$ cat config.mk
export PLATFORM = sky130hd
export DESIGN_NAME = tlsr_top
export DESIGN_NICKNAME = d
export VERILOG_FILES = /design/src/tlsr_pkg.sv /design/src/tlsr_link_if.sv /design/src/tlsr_top.sv /design/src/tlsr_filter.sv /design/src/tlsr_store.sv
export SDC_FILE = /design/constraint.sdc
export NUM_CORES = 1
export LEC_CHECK = 0
export ABC_AREA = 1
export BUFFER_PORTS_ARGS = -buffer_cell sky130_fd_sc_hd__buf_2
export CAP_MARGIN = 20
export CORE_UTILIZATION = 35
export DETAILED_ROUTE_END_ITERATION = 12
export REMOVE_ABC_BUFFERS = 1
export SYNTH_ARGS = -nofsm -noshare
export SYNTH_HDL_FRONTEND = slang
export SYNTH_SLANG_ARGS = --single-unit
$ cat constraint.sdc
create_clock -name CLK_SYS -period 2.99 [get_ports CLK_SYS]
set_input_delay 0.598 -clock CLK_SYS [delete_from_list [all_inputs] [get_ports CLK_SYS]]
set_output_delay 0.598 -clock CLK_SYS [all_outputs]
set_load 0.02 [all_outputs]
$ cat src/tlsr_pkg.sv
// shared constants and types for the terminal lock / select / reset block
package tlsr_pkg;
  localparam int CLK_PERIOD_NS = 100;
  localparam int MS_NS = 1000000;
  localparam int MS_CYCLES = (MS_NS + CLK_PERIOD_NS - 1) / CLK_PERIOD_NS;
  localparam int FILT_MS = 4;
  localparam int RST_MIN_MS = 12;
  localparam int ALARM_CLR_MS = 30;
  localparam int N_TERM = 3;
  localparam int TERM_LOCK = 0;
  localparam int TERM_SEL = 1;
  localparam int TERM_CLR = 2;
  localparam logic [7:0] ADDR_CTRL = 8'h00;
  localparam logic [7:0] ADDR_ANA = 8'h04;
  localparam logic [7:0] ADDR_RUN = 8'h08;
  localparam logic [7:0] ADDR_STAT = 8'h0c;
  localparam logic [7:0] ADDR_PADDR = 8'h10;
  localparam logic [7:0] ADDR_PDATA = 8'h14;
  localparam int CTRL_FREQ_LOCK_BIT = 0;
  localparam int CTRL_OP_LOCK_BIT = 1;
  localparam int ANA_MODE_LSB = 0;
  localparam int ANA_SRC_LSB = 4;
  localparam int STAT_LOCK_BIT = 0;
  localparam int STAT_FLOCK_BIT = 1;
  localparam int STAT_ASEL_LSB = 2;
  localparam int STAT_TRIP_BIT = 4;
  localparam int STAT_MOTOR_BIT = 5;
  localparam int STAT_CLR_BIT = 6;
  localparam int STAT_REFUSED_BIT = 7;
  localparam logic [1:0] CTRL_RST = 2'h0;
  localparam logic [1:0] MODE_CUR_VOLT = 2'h0;
  localparam logic [1:0] MODE_POT_VOLT = 2'h2;
  localparam logic [1:0] MODE_POT_CUR = 2'h3;
  localparam logic [1:0] FSRC_PARAM = 2'h0;
  localparam logic [1:0] FSRC_ANALOG = 2'h1;
  typedef enum logic [1:0] {SRC_VOLT = 2'b00, SRC_CUR = 2'b01, SRC_POT = 2'b10} tlsr_ana_t;
  typedef enum logic [1:0] {CLR_IDLE = 2'b00, CLR_HOLD = 2'b01, CLR_DONE = 2'b10} tlsr_clr_t;
endpackage

$ cat src/tlsr_link_if.sv
// carrier between the core and its filter and parameter store
interface tlsr_link_if #(parameter int N = 3, parameter int AW = 4, parameter int DW = 16);
  logic [N-1:0] raw;
  logic [N-1:0] clean;
  logic tick;
  logic we;
  logic [AW-1:0] waddr;
  logic [AW-1:0] raddr;
  logic [DW-1:0] wdata;
  logic [DW-1:0] rdata;
  modport filt(input raw, input tick, output clean);
  modport store(input we, input waddr, input wdata, input raddr, output rdata);
  modport core(output raw, output tick, output we, output waddr, output wdata, output raddr,
               input clean, input rdata);
endinterface

$ cat src/tlsr_top.sv
// terminal lock, analog source select and fault-clear core with wishbone slave
//
// Register access over Wishbone and the register offsets were left to the implementer.
module tlsr_top
  import tlsr_pkg::*;
#(
  parameter int MS_CYC = MS_CYCLES,
  parameter int FILT_TICKS = FILT_MS,
  parameter int AW = 4,
  parameter int DW = 16,
  parameter int AIW = 12
)
(
  input wire logic CLK_SYS,
  input wire logic RST_B,
  input wire logic WB_CYC,
  input wire logic WB_STB,
  input wire logic WB_WE,
  input wire logic [7:0] WB_ADR,
  input wire logic [3:0] WB_SEL,
  input wire logic [31:0] WB_DAT_WR,
  output logic [31:0] WB_DAT_RD,
  output logic WB_ACK,
  input wire logic PARAM_LOCK_INPUT,
  input wire logic ANALOG_SOURCE_SELECT_INPUT,
  input wire logic FAULT_CLEAR_INPUT,
  input wire logic KEY_WE,
  input wire logic [AW-1:0] KEY_ADDR,
  input wire logic [DW-1:0] KEY_DATA,
  output logic KEY_ACK,
  output logic KEY_REFUSED,
  input wire logic [AIW-1:0] VOLT_IN,
  input wire logic [AIW-1:0] CURRENT_ANALOG_INPUT,
  input wire logic [AIW-1:0] POT_IN,
  input wire logic TRIP_IN,
  output logic [DW-1:0] FREQ_REF,
  output logic MOTOR_EN,
  output logic ALARM_OUT
);
  localparam int TW = $clog2(MS_CYC + 1);

  typedef struct packed {
    logic ack;
    logic [31:0] rdat;
    logic [1:0] lock_scope_setting;
    logic [1:0] analog_select_mode;
    logic [1:0] freq_source_setting;
    logic run;
    logic [AW-1:0] paddr;
    logic trip;
    logic refused;
    tlsr_clr_t clr;
    logic [DW-1:0] freq;
    logic [DW-1:0] fref;
    tlsr_ana_t asel;
    logic motor;
    logic [TW-1:0] tcnt;
    logic tick;
  } tlsr_core_t;

  tlsr_core_t q, n;
  tlsr_link_if #(.N(N_TERM), .AW(AW), .DW(DW)) lnk ();

  tlsr_filter #(.N(N_TERM), .FILT_TICKS(FILT_TICKS)) u_filter (
    .clk(CLK_SYS),
    .rst_b(RST_B),
    .lnk(lnk.filt)
  );

  tlsr_store #(.AW(AW), .DW(DW)) u_store (
    .clk(CLK_SYS),
    .rst_b(RST_B),
    .lnk(lnk.store)
  );

  // word 0 of the store is the output frequency
  function automatic logic edit_ok(input logic [AW-1:0] a, input logic lk, input logic flk);
    edit_ok = (a == '0) ? !flk : !lk;
  endfunction

  logic lock_act;
  logic freq_lk;
  logic req;
  logic wr_go;
  logic bus_pd;
  logic bus_ok;
  logic key_ok;
  logic [DW-1:0] bus_word;

  assign lnk.raw = {FAULT_CLEAR_INPUT, ANALOG_SOURCE_SELECT_INPUT, PARAM_LOCK_INPUT};
  assign lnk.tick = q.tick;
  assign lock_act = lnk.clean[TERM_LOCK] | q.lock_scope_setting[CTRL_OP_LOCK_BIT];
  assign freq_lk = lock_act & q.lock_scope_setting[CTRL_FREQ_LOCK_BIT];
  assign req = WB_CYC & WB_STB & !q.ack;
  // writes land on the edge where the master samples ack
  assign wr_go = WB_CYC & WB_STB & WB_WE & q.ack;
  assign bus_pd = wr_go && (WB_ADR == ADDR_PDATA);
  assign bus_ok = bus_pd && edit_ok(q.paddr, lock_act, freq_lk);
  // a keypad write colliding with a bus write to ADDR_PDATA is neither taken nor refused
  assign key_ok = KEY_WE && !bus_pd && edit_ok(KEY_ADDR, lock_act, freq_lk);
  assign KEY_ACK = key_ok;
  assign KEY_REFUSED = KEY_WE && !bus_pd && !edit_ok(KEY_ADDR, lock_act, freq_lk);

  always_comb begin
    bus_word = lnk.rdata;
    for (int i = 0; i < DW / 8; i++) begin
      if (WB_SEL[i]) begin
        bus_word[8*i +: 8] = WB_DAT_WR[8*i +: 8];
      end
    end
  end

  assign lnk.we = bus_ok | key_ok;
  assign lnk.waddr = bus_ok ? q.paddr : KEY_ADDR;
  assign lnk.wdata = bus_ok ? bus_word : KEY_DATA;
  assign lnk.raddr = q.paddr;

  always_comb begin
    n = q;
    n.ack = req;
    if (q.tcnt == TW'(MS_CYC - 1)) begin
      n.tcnt = '0;
      n.tick = 1'b1;
    end else begin
      n.tcnt = q.tcnt + TW'(1);
      n.tick = 1'b0;
    end
    if (req) begin
      n.rdat = '0;
      case (WB_ADR)
        ADDR_CTRL: n.rdat[1:0] = q.lock_scope_setting;
        ADDR_ANA: begin
          n.rdat[ANA_MODE_LSB +: 2] = q.analog_select_mode;
          n.rdat[ANA_SRC_LSB +: 2] = q.freq_source_setting;
        end
        ADDR_RUN: n.rdat[0] = q.run;
        ADDR_STAT: begin
          n.rdat[STAT_LOCK_BIT] = lock_act;
          n.rdat[STAT_FLOCK_BIT] = freq_lk;
          n.rdat[STAT_ASEL_LSB +: 2] = q.asel;
          n.rdat[STAT_TRIP_BIT] = q.trip;
          n.rdat[STAT_MOTOR_BIT] = q.motor;
          n.rdat[STAT_CLR_BIT] = (q.clr != CLR_IDLE);
          n.rdat[STAT_REFUSED_BIT] = q.refused;
        end
        ADDR_PADDR: n.rdat[AW-1:0] = q.paddr;
        ADDR_PDATA: n.rdat[DW-1:0] = lnk.rdata;
        default: n.rdat = '0;
      endcase
    end
    if (wr_go && WB_SEL[0]) begin
      case (WB_ADR)
        ADDR_CTRL: n.lock_scope_setting = WB_DAT_WR[1:0];
        ADDR_ANA: begin
          n.analog_select_mode = WB_DAT_WR[ANA_MODE_LSB +: 2];
          n.freq_source_setting = WB_DAT_WR[ANA_SRC_LSB +: 2];
        end
        ADDR_RUN: n.run = WB_DAT_WR[0];
        ADDR_STAT: begin
          if (WB_DAT_WR[STAT_REFUSED_BIT]) begin
            n.refused = 1'b0;
          end
        end
        ADDR_PADDR: n.paddr = WB_DAT_WR[AW-1:0];
        default: n.paddr = q.paddr;
      endcase
    end
    // refusal set wins over a status-register clear in the same cycle
    if ((bus_pd && !bus_ok) || KEY_REFUSED) begin
      n.refused = 1'b1;
    end
    if (lnk.we && lnk.waddr == '0) begin
      n.freq = lnk.wdata;
    end
    case (q.analog_select_mode)
      MODE_CUR_VOLT: n.asel = lnk.clean[TERM_SEL] ? SRC_CUR : SRC_VOLT;
      MODE_POT_VOLT: n.asel = lnk.clean[TERM_SEL] ? SRC_POT : SRC_VOLT;
      MODE_POT_CUR: n.asel = lnk.clean[TERM_SEL] ? SRC_POT : SRC_CUR;
      default: n.asel = SRC_VOLT;
    endcase
    if (q.freq_source_setting == FSRC_ANALOG) begin
      case (n.asel)
        SRC_CUR: n.fref = DW'(CURRENT_ANALOG_INPUT);
        SRC_POT: n.fref = DW'(POT_IN);
        default: n.fref = DW'(VOLT_IN);
      endcase
    end else begin
      n.fref = q.freq;
    end
    case (q.clr)
      CLR_IDLE: begin
        if (lnk.clean[TERM_CLR]) begin
          n.clr = CLR_HOLD;
        end
      end
      CLR_HOLD: begin
        if (!lnk.clean[TERM_CLR]) begin
          n.clr = CLR_DONE;
        end
      end
      CLR_DONE: n.clr = CLR_IDLE;
      default: n.clr = CLR_IDLE;
    endcase
    n.trip = q.trip | TRIP_IN;
    // clear dominates a trip arriving while the clear is held
    if (n.clr == CLR_HOLD) begin
      n.trip = 1'b0;
      n.refused = 1'b0;
    end
    n.motor = n.run & !n.trip & (n.clr != CLR_HOLD);
  end

  always_ff @(posedge CLK_SYS or negedge RST_B) begin
    if (!RST_B) begin
      q <= '0;
    end else begin
      q <= n;
    end
  end

  assign WB_ACK = q.ack;
  assign WB_DAT_RD = q.rdat;
  assign FREQ_REF = q.fref;
  assign MOTOR_EN = q.motor;
  assign ALARM_OUT = q.trip;

  // helper: whole milliseconds since the fault-clear pin rose, and whether hold followed;
  // the pin goes through its own two flops first, it is not of this clock
  logic [2:0] clr_sync_q;
  logic [7:0] onset_ms_q;
  logic hold_seen_q;
  always_ff @(posedge CLK_SYS or negedge RST_B) begin
    if (!RST_B) begin
      clr_sync_q <= '0;
      onset_ms_q <= 8'hff;
      hold_seen_q <= 1'b0;
    end else begin
      clr_sync_q <= {clr_sync_q[1:0], FAULT_CLEAR_INPUT};
      if (clr_sync_q[1] && !clr_sync_q[2]) begin
        onset_ms_q <= 8'h00;
        hold_seen_q <= 1'b0;
      end else begin
        // saturates, so a stale onset never re-arms the check
        if (q.tick && onset_ms_q != 8'hff) begin
          onset_ms_q <= onset_ms_q + 8'h01;
        end
        if (q.clr == CLR_HOLD) begin
          hold_seen_q <= 1'b1;
        end
      end
    end
  end

  property p_lock_refuse;
    @(posedge CLK_SYS) disable iff (!RST_B)
    (lnk.we && lock_act) |-> (lnk.waddr == '0 && !freq_lk);
  endproperty
  a_lock_refuse: assert property (p_lock_refuse) else $error("edit stored while locked");

  property p_key_refuse;
    @(posedge CLK_SYS) disable iff (!RST_B)
    (KEY_WE && !bus_pd && KEY_ADDR != '0 && lock_act) |-> (KEY_REFUSED && !KEY_ACK);
  endproperty
  a_key_refuse: assert property (p_key_refuse) else $error("keypad edit not refused");

  property p_refused_set;
    @(posedge CLK_SYS) disable iff (!RST_B)
    (KEY_REFUSED && q.clr == CLR_IDLE && !lnk.clean[TERM_CLR]) |=> q.refused;
  endproperty
  a_refused_set: assert property (p_refused_set) else $error("refusal not recorded");

  property p_unlock_store;
    @(posedge CLK_SYS) disable iff (!RST_B)
    (bus_pd && !lock_act) |-> lnk.we ##1 (q.paddr != '0 || q.freq == $past(bus_word));
  endproperty
  a_unlock_store: assert property (p_unlock_store) else $error("unlocked edit not stored");

  property p_scope_freq;
    @(posedge CLK_SYS) disable iff (!RST_B)
    (KEY_WE && !bus_pd && KEY_ADDR == '0 && lock_act)
      |-> (KEY_ACK == !q.lock_scope_setting[CTRL_FREQ_LOCK_BIT]);
  endproperty
  a_scope_freq: assert property (p_scope_freq) else $error("frequency lock scope wrong");

  property p_op_lock;
    @(posedge CLK_SYS) disable iff (!RST_B)
    (q.lock_scope_setting[CTRL_OP_LOCK_BIT] && KEY_WE && !bus_pd && KEY_ADDR != '0)
      |-> KEY_REFUSED;
  endproperty
  a_op_lock: assert property (p_op_lock) else $error("operator lock ignored");

  property p_sel_cur;
    @(posedge CLK_SYS) disable iff (!RST_B)
    (q.freq_source_setting == FSRC_ANALOG && q.analog_select_mode == MODE_CUR_VOLT)
      |=> (FREQ_REF == DW'($past(lnk.clean[TERM_SEL]) ? $past(CURRENT_ANALOG_INPUT)
                                                       : $past(VOLT_IN)));
  endproperty
  a_sel_cur: assert property (p_sel_cur) else $error("mode 00 routing wrong");

  property p_sel_pot;
    @(posedge CLK_SYS) disable iff (!RST_B)
    (q.freq_source_setting == FSRC_ANALOG && lnk.clean[TERM_SEL] && q.analog_select_mode[1])
      |=> (FREQ_REF == DW'($past(POT_IN)));
  endproperty
  a_sel_pot: assert property (p_sel_pot) else $error("pot not routed");

  property p_src_param;
    @(posedge CLK_SYS) disable iff (!RST_B)
    (q.freq_source_setting != FSRC_ANALOG) |=> (FREQ_REF == $past(q.freq));
  endproperty
  a_src_param: assert property (p_src_param) else $error("select acted off analog source");

  property p_release;
    @(posedge CLK_SYS) disable iff (!RST_B)
    (q.clr == CLR_HOLD && !lnk.clean[TERM_CLR]) |=> (q.clr == CLR_DONE) ##1 (q.clr == CLR_IDLE);
  endproperty
  a_release: assert property (p_release) else $error("reset operation not run");

  property p_hold_off;
    @(posedge CLK_SYS) disable iff (!RST_B)
    (q.clr == CLR_HOLD) |-> (!ALARM_OUT && !MOTOR_EN);
  endproperty
  a_hold_off: assert property (p_hold_off) else $error("trip or motor during clear");

  property p_alarm_time;
    @(posedge CLK_SYS) disable iff (!RST_B)
    (onset_ms_q == 8'(ALARM_CLR_MS - 1)) |-> (hold_seen_q || q.clr == CLR_HOLD);
  endproperty
  a_alarm_time: assert property (p_alarm_time) else $error("alarm not cleared in time");

  property p_trip_clear;
    @(posedge CLK_SYS) disable iff (!RST_B)
    (q.trip && q.clr == CLR_IDLE && lnk.clean[TERM_CLR]) |=> !q.trip;
  endproperty
  a_trip_clear: assert property (p_trip_clear) else $error("trip survived clear");

  property p_resume;
    @(posedge CLK_SYS) disable iff (!RST_B)
    (q.clr == CLR_DONE && q.run && !q.trip && !TRIP_IN && !wr_go) |=> MOTOR_EN;
  endproperty
  a_resume: assert property (p_resume) else $error("motor did not resume");
endmodule

$ cat src/tlsr_filter.sv
// two-flop synchroniser and millisecond debounce per terminal
module tlsr_filter
  import tlsr_pkg::*;
#(parameter int N = 3, parameter int FILT_TICKS = FILT_MS)
(
  input wire logic clk,
  input wire logic rst_b,
  tlsr_link_if.filt lnk
);
  localparam int CW = $clog2(FILT_TICKS + 1);
  typedef struct packed {
    logic [N-1:0] s1;
    logic [N-1:0] s2;
    logic [N-1:0] clean;
    logic [N-1:0][CW-1:0] cnt;
  } tlsr_filt_t;
  tlsr_filt_t q, d;

  always_comb begin
    d = q;
    d.s1 = lnk.raw;
    d.s2 = q.s1;
    for (int i = 0; i < N; i++) begin
      if (q.s2[i] == q.clean[i]) begin
        d.cnt[i] = '0;
      end else if (lnk.tick) begin
        // level must hold for the whole window before it is believed
        if (q.cnt[i] == CW'(FILT_TICKS - 1)) begin
          d.clean[i] = q.s2[i];
          d.cnt[i] = '0;
        end else begin
          d.cnt[i] = q.cnt[i] + CW'(1);
        end
      end
    end
  end

  always_ff @(posedge clk or negedge rst_b) begin
    if (!rst_b) begin
      q <= '0;
    end else begin
      q <= d;
    end
  end

  assign lnk.clean = q.clean;

  for (genvar g = 0; g < N; g++) begin : g_chk
    property p_filt_hold;
      @(posedge clk) disable iff (!rst_b)
      (q.clean[g] != $past(q.clean[g])) |-> ($past(lnk.tick) && $past(q.cnt[g]) == CW'(FILT_TICKS - 1));
    endproperty
    a_filt_hold: assert property (p_filt_hold) else $error("terminal changed before filter time");
  end
endmodule

$ cat src/tlsr_store.sv
// parameter word store, registered read port
module tlsr_store
  import tlsr_pkg::*;
#(parameter int AW = 4, parameter int DW = 16)
(
  input wire logic clk,
  input wire logic rst_b,
  tlsr_link_if.store lnk
);
  typedef struct packed {
    logic [(1 << AW)-1:0][DW-1:0] mem;
    logic [DW-1:0] rdata;
  } tlsr_mem_t;
  tlsr_mem_t q, d;

  always_comb begin
    d = q;
    if (lnk.we) begin
      d.mem[lnk.waddr] = lnk.wdata;
    end
    // old contents on a same-address write; reader sees new word next cycle
    d.rdata = q.mem[lnk.raddr];
  end

  always_ff @(posedge clk or negedge rst_b) begin
    if (!rst_b) begin
      q <= '0;
    end else begin
      q <= d;
    end
  end

  assign lnk.rdata = q.rdata;
endmodule

==> impl_metrics.tcl, run 1 <==
set metrics [dict create \
    cp-start-kind "flop" \
    grt-ovfl-total 0 \
    boundaryPins 163 \
    antenna_found_initial 1 \
    clk_path_buf_depth 3 \
    grt_pass1_vias 15100 \
    period_share 0.935 \
    yosysTopAreaCell "dfrtp_1" \
    drv_slew 0 \
    grt_setup_unrepaired "false" \
    gp_congestion 0.863 \
    grt_first_pass_wirelength_mm 84.8 \
    final_cell_mix "nand2_1, dfrtp_1, nand3_1" \
    end_kind "flop" \
    clock-sinks 356 \
    port-buffer-count 128 \
    leakage_nw 10.3 \
    drive_gt1_frac 0.136 \
    vdd_drop_max_uv 455 \
    fin_area_um2 20300 \
    cts_tree "done" \
    wl_mm 53.6 \
    cts_buffers 41 \
    syn2layout_area_growth_pct 15.5 \
    crit_path_max_fanout 31 \
    rows 81 \
    antenna_cells 0 \
    yosys_warnings 0 \
    crit_arrival_ns 3.24 \
    synth.distinct_cells 40 \
    synthDominantCellAreaShare 0.507 \
    crit_top_cell "nand2_1" \
    synth_edf_count 0 \
    num_vias 15700 \
    ctsRootBufferMaster "clkbuf_16" \
    synth_top_cells_by_area "dfrtp_1, nand2_1, nand3_1" \
    synth-seq-cells 356 \
    viasPerCell 5.23 \
    htreeDepth 2 \
    relSlewSlack 0.336 \
    min_period_ns 2.80 \
    fin_nets 2419 \
    worst_clock_skew_ns 0.0185 \
    hold_viol_final 0 \
    ant_nets 0 \
    dp_slack_ns 0.00426 \
    clk_latency_ns 0.56 \
    die_y_um 226 \
    syn_area_um2 17600 \
    tns_ns 0 \
    grt_start_max_net_pins 133 \
    final_common_cell "nand2_1" \
    ff2ff_path_depth 11 \
    crit_type "reg2reg" \
    cp_slowest_cell "buf_4" \
    setup_ws_ns 0.193 \
    setup_viol 0 \
    core_um2 49300 \
    cellPowerDensity_nw_per_um2 639 \
    hold_path.class "in2reg" \
    path_buf_inv 2 \
    drtIter0Drc 1472 \
    ys_seq_area_frac 0.507 \
    clkTransAtPathRegs_ns 0.06 \
    cp_slowest_stage_delay_ns 0.47 \
    die_area_um2 51100 \
    worstPathCellList "or2_2, nand2_2, nand3_4, nand2_1, nand2_1, nor2_4, buf_4, nand2_1, buf_4, nand2_1, nand2_1" \
    die_w_um 226 \
    grt_util_all_layers 0.213 \
    cp.required_ns 3.43 \
    async_reset_ff_frac 1.00 \
    hpwl_mm 33.4 \
    worstMarginPinSlew_ns 0.994 \
    maxClockFrequency_mhz 358 \
    netlist_instances 2222 \
    synthFlopType "dfrtp_1" \
    synth_area_per_cell_um2 7.91 \
    place_area_um2 18900 \
    path_delay_family "simple AND/OR/NAND/NOR gates" \
    hold_depth 1 \
    drv_cap 0 \
    initial_core_util 0.357 \
    path_depth 11 \
    status "completed" \
    utilization 0.412 \
    drc 0 \
    post-cts-setup-buffer-count 0 \
    wl_per_cell_um 17.9 \
    dr.pass1.iters 6 \
]
through the flow:
stage               std cells  power [mW]  hold slack, ns
CTS                      2998        13.1           0.111
global route             2998        13.6           0.114
finish                   2998        13.0           0.140
floorplan                2036        7.02           0.302
detailed placement       2923        7.76           0.336
global placement         2923        7.68           0.341
power breakdown:
part / switching [mW] / internal, mW
logic: 1.05 / 0.590
clock network: 2.05 / 3.22
registers: 0.423 / 5.62
per-layer routing:
metal,global-route usage,routed length (µm),up-vias
li1,-,-,7388
met2,0.341,24600,601
met1,0.293,23700,7608
met3,0.0393,4170,78
met4,0.0597,1120,2
met5,0,11,-
registers in the layout, indices dropped and copies added (netlist names):
name and flops:
lnk.tick 1, u_filter.lnk.clean 3, u_store.q 251, ALARM_OUT 1
u_store.lnk.rdata 16, WB_ACK 1, lnk.raddr 4, q 31
u_filter.q 12, FREQ_REF 16, u_filter.d 3, MOTOR_EN 1
WB_DAT_RD 16
synth_stat cells (2+ instances only):
cell type and count:
o211ai_1 15, xor2_1 6, a22oi_1 11, o22a_1 6
nand4_1 9, inv_1 85, o22ai_1 35, ha_1 6
o21ai_0 179, nor2_1 157, a211oi_1 3, nor2_4 7
nor3b_1 3, o21ai_2 4, o221ai_1 24, or2_2 4
dfrtp_1 356, nand2_1 751, nor4_1 2, buf_6 2
nor2_2 4, clkbuf_1 66, inv_2 3, a31oi_1 3
nor3_1 8, clkinv_1 2, buf_4 76, a21oi_1 25
buf_2 56, o21ai_1 2, o31ai_1 11, nand3_1 292
a221oi_1 2
timing repair:
action	in CTS	in global routing
hold endpoints to repair	23	0
endpoints found under the setup margin	0	1
hold buffers	1	0
resized for setup	0	0
cell families after synthesis:
| logic type | count (synthesis) | share of synthesized area |
|---|---|---|
| simple gates | 1240 | 0.294 |
| flops | 356 | 0.507 |
| compound gates | 321 | 0.108 |
| buf+inv | 291 | 0.0833 |
| fa+ha+maj | 6 | 0.00427 |
| xor+xnor | 6 | 0.00299 |
| other cells | 1 | 0.000213 |
| mux | 1 | 0.000641 |
path summary, 6_finish.rpt:
kind                            slack [ns]                       start                     to
worst max-delay path                  0.19       u_filter.lnk.clean[0]          u_store.q[78]
worst min register to register        0.35              u_filter.d[13]         u_filter.q[13]
worst max register to register        0.19       u_filter.lnk.clean[0]          u_store.q[78]
min in group asynchronous             0.49                       RST_B          u_filter.q[2]
worst min-delay path                  0.14  ANALOG_SOURCE_SELECT_INPUT         u_filter.d[13]
max in group asynchronous             1.73                       RST_B  u_store.lnk.rdata[10]
final cells by class:
class	count	area [µm²]
Fill cell	4980	29000
Sequential cell	356	8910
Multi-Input combinational cell	1590	7270
Timing Repair Buffer	224	1510
Clock buffer	61	1240
Tap cell	664	831
Inverter	90	339
Clock inverter	13	178
Note: power is estimated with default switching activity, not from simulation.
==> inputs of run 2 (changes only) <==
--- a/config.mk
+++ b/config.mk
@@ -10,6 +10,7 @@
 export CAP_MARGIN = 20
 export CORE_UTILIZATION = 35
 export DETAILED_ROUTE_END_ITERATION = 12
+export PLACE_DENSITY_LB_ADDON = 0.15
 export REMOVE_ABC_BUFFERS = 1
 export SYNTH_ARGS = -nofsm -noshare
 export SYNTH_HDL_FRONTEND = slang
==> impl_metrics.tcl, run 2 (same netlist as run 1, synthesis figures left out) <==
set metrics [dict create \
    status "completed" \
    clk_latency_ns 0.58 \
    utilization 0.413 \
    ctsRootBufferMaster "clkbuf_16" \
    cp.required_ns 3.45 \
    hold_viol_final 0 \
    final_cell_mix "nand2_1, dfrtp_1, nand3_1" \
    ant_nets 0 \
    hold_ws_ns 0.137 \
    initial_core_util 0.357 \
    drv_slew 0 \
    grt_start_max_net_pins 129 \
    fin_nets 2429 \
    antenna_cells 0 \
    drive_gt1_frac 0.139 \
    final_common_cell "nand2_1" \
    reg2reg_from "u_filter.lnk.clean[0]" \
    r2r_slack_ns 0.34 \
    largest_reg_flops 251 \
    end_kind "flop" \
    total_power_mw 13.1 \
    crit-reg2reg-capture "u_store.q[187]" \
    drv_cap 0 \
    worstHoldStart "ANALOG_SOURCE_SELECT_INPUT" \
    vdd_drop_max_uv 368 \
    cp-start-kind "flop" \
    crit_path_max_fanout 17 \
    antenna_found_initial 0 \
    top_regs "u_store.q (251), q (31)" \
    die_w_um 226 \
    worst_hold_path.endpoint "u_filter.d[13]" \
    dr.pass1.iters 7 \
    worst_clock_skew_ns 0.0202 \
    num_vias 15600 \
    fillers 5115 \
    drc 0 \
    worstMarginPinSlew_ns 1.01 \
    maxClockFrequency_mhz 377 \
    clk_path_buf_depth 3 \
    grt_setup_unrepaired "false" \
    regMostFlops "u_store.q" \
    cts_tree "done" \
    htreeDepth 2 \
    cellPowerDensity_nw_per_um2 643 \
    relSlewSlack 0.323 \
    hold_path.class "in2reg" \
    leakage_nw 10.3 \
    boundaryPins 163 \
    hpwl_mm 35.0 \
    rows 81 \
    grt-ovfl-total 0 \
    min_period_ns 2.65 \
    hold_depth 1 \
    grt_first_pass_wirelength_mm 88.9 \
    clkTransAtPathRegs_ns 0.06 \
    crit_arrival_ns 3.11 \
    setup_viol 0 \
    grt_pass1_vias 15000 \
    gp_congestion 0.818 \
    grt_util_all_layers 0.225 \
    wl_per_cell_um 18.7 \
    syn2layout_area_growth_pct 15.8 \
    die_area_um2 51100 \
    crit_type "reg2reg" \
    die_y_um 226 \
    viasPerCell 5.18 \
    cts_buffers 42 \
    post-cts-setup-buffer-count 0 \
    wl_mm 56.3 \
    period_share 0.887 \
    ff2ff_path_depth 10 \
    clock-sinks 356 \
    drtIter0Drc 1630 \
    core_um2 49300 \
    port-buffer-count 128 \
]
==> run 2: cell types whose count changed in the layout (fill, tap and decap cells not counted), sizes merged <==
cell | previous run | this run
buf | 223 | 232
clkbuf | 61 | 65
clkinv | 9 | 7
clkinvlp | 2 | 0
inv | 88 | 89
==> run 2: per-stage QoR <==
stage                     instances  cell area, µm²  TNS (ns)  setup WS (ns)
final                          3008           20300         0          0.339
after global routing           3008           20300         0          0.142
after CTS                      3008           20300         0          0.328
after detailed placement       2932           18900         0          0.154
after global placement         2932           18900         0          0.178
after floorplan                2036           16500   -639.97          -3.04
==> run 2: layer usage <==
metal  track usage  part of all wire  up-vias
li1              -                 -     7416
met1         0.327              0.47     7627
met2         0.353              0.45      470
met3        0.0301             0.055       72
met4        0.0571             0.018        0
met5             0                 0        -
==> run 2: worst max-delay path, cell delays in order (launching register included) <==
cell and delay [ns]:
dfrtp_1 0.41, or2_2 0.37, nand2_2 0.14, nand3_4 0.20, nand2_1 0.14, o21ai_2 0.10, nor2_4 0.42, nand2_1 0.35
buf_4 0.28, nand2_1 0.06, nand2_1 0.05
==> run 2: where the power goes <==
group	internal (mW)	switching, mW	leakage [nW]	total (mW)
logic	0.593	1.05	5.07	1.64
clock network	3.29	2.10	0.714	5.39
registers	5.62	0.419	4.55	6.04
total	9.51	3.57	10.3	13.1
==> run 2: timing repair <==
action / in CTS / in global routing
hold buffers: 1 / 0
gates resized for setup: 0 / 0
endpoints found under the hold margin: 41 / 0
==> run 2: how the worst max path moves through the flow <==
stage,startpoint,to,slack [ns]
CTS,u_filter.lnk.clean[0],u_store.q[187],0.33
floorplan,lnk.raddr[0],u_store.q[112],-3.04
global placement,WB_ADR[7],u_store.q[186],0.18
finish,u_filter.lnk.clean[0],u_store.q[187],0.34
detailed placement,WB_ADR[1],u_store.q[190],0.15
global route,u_filter.lnk.clean[0],u_store.q[187],0.14
==> run 2: layout make-up <==
cell class / instances / area, µm² / area share
clock buffers: 65 / 1280 / 0.0629
clock inverters: 10 / 169 / 0.00830
inverters: 90 / 339 / 0.0167
multi-input cells: 1590 / 7270 / 0.357
flip-flops and latches: 356 / 8910 / 0.438
well taps: 664 / 831 / 0.0408
repair buffers: 233 / 1540 / 0.0758
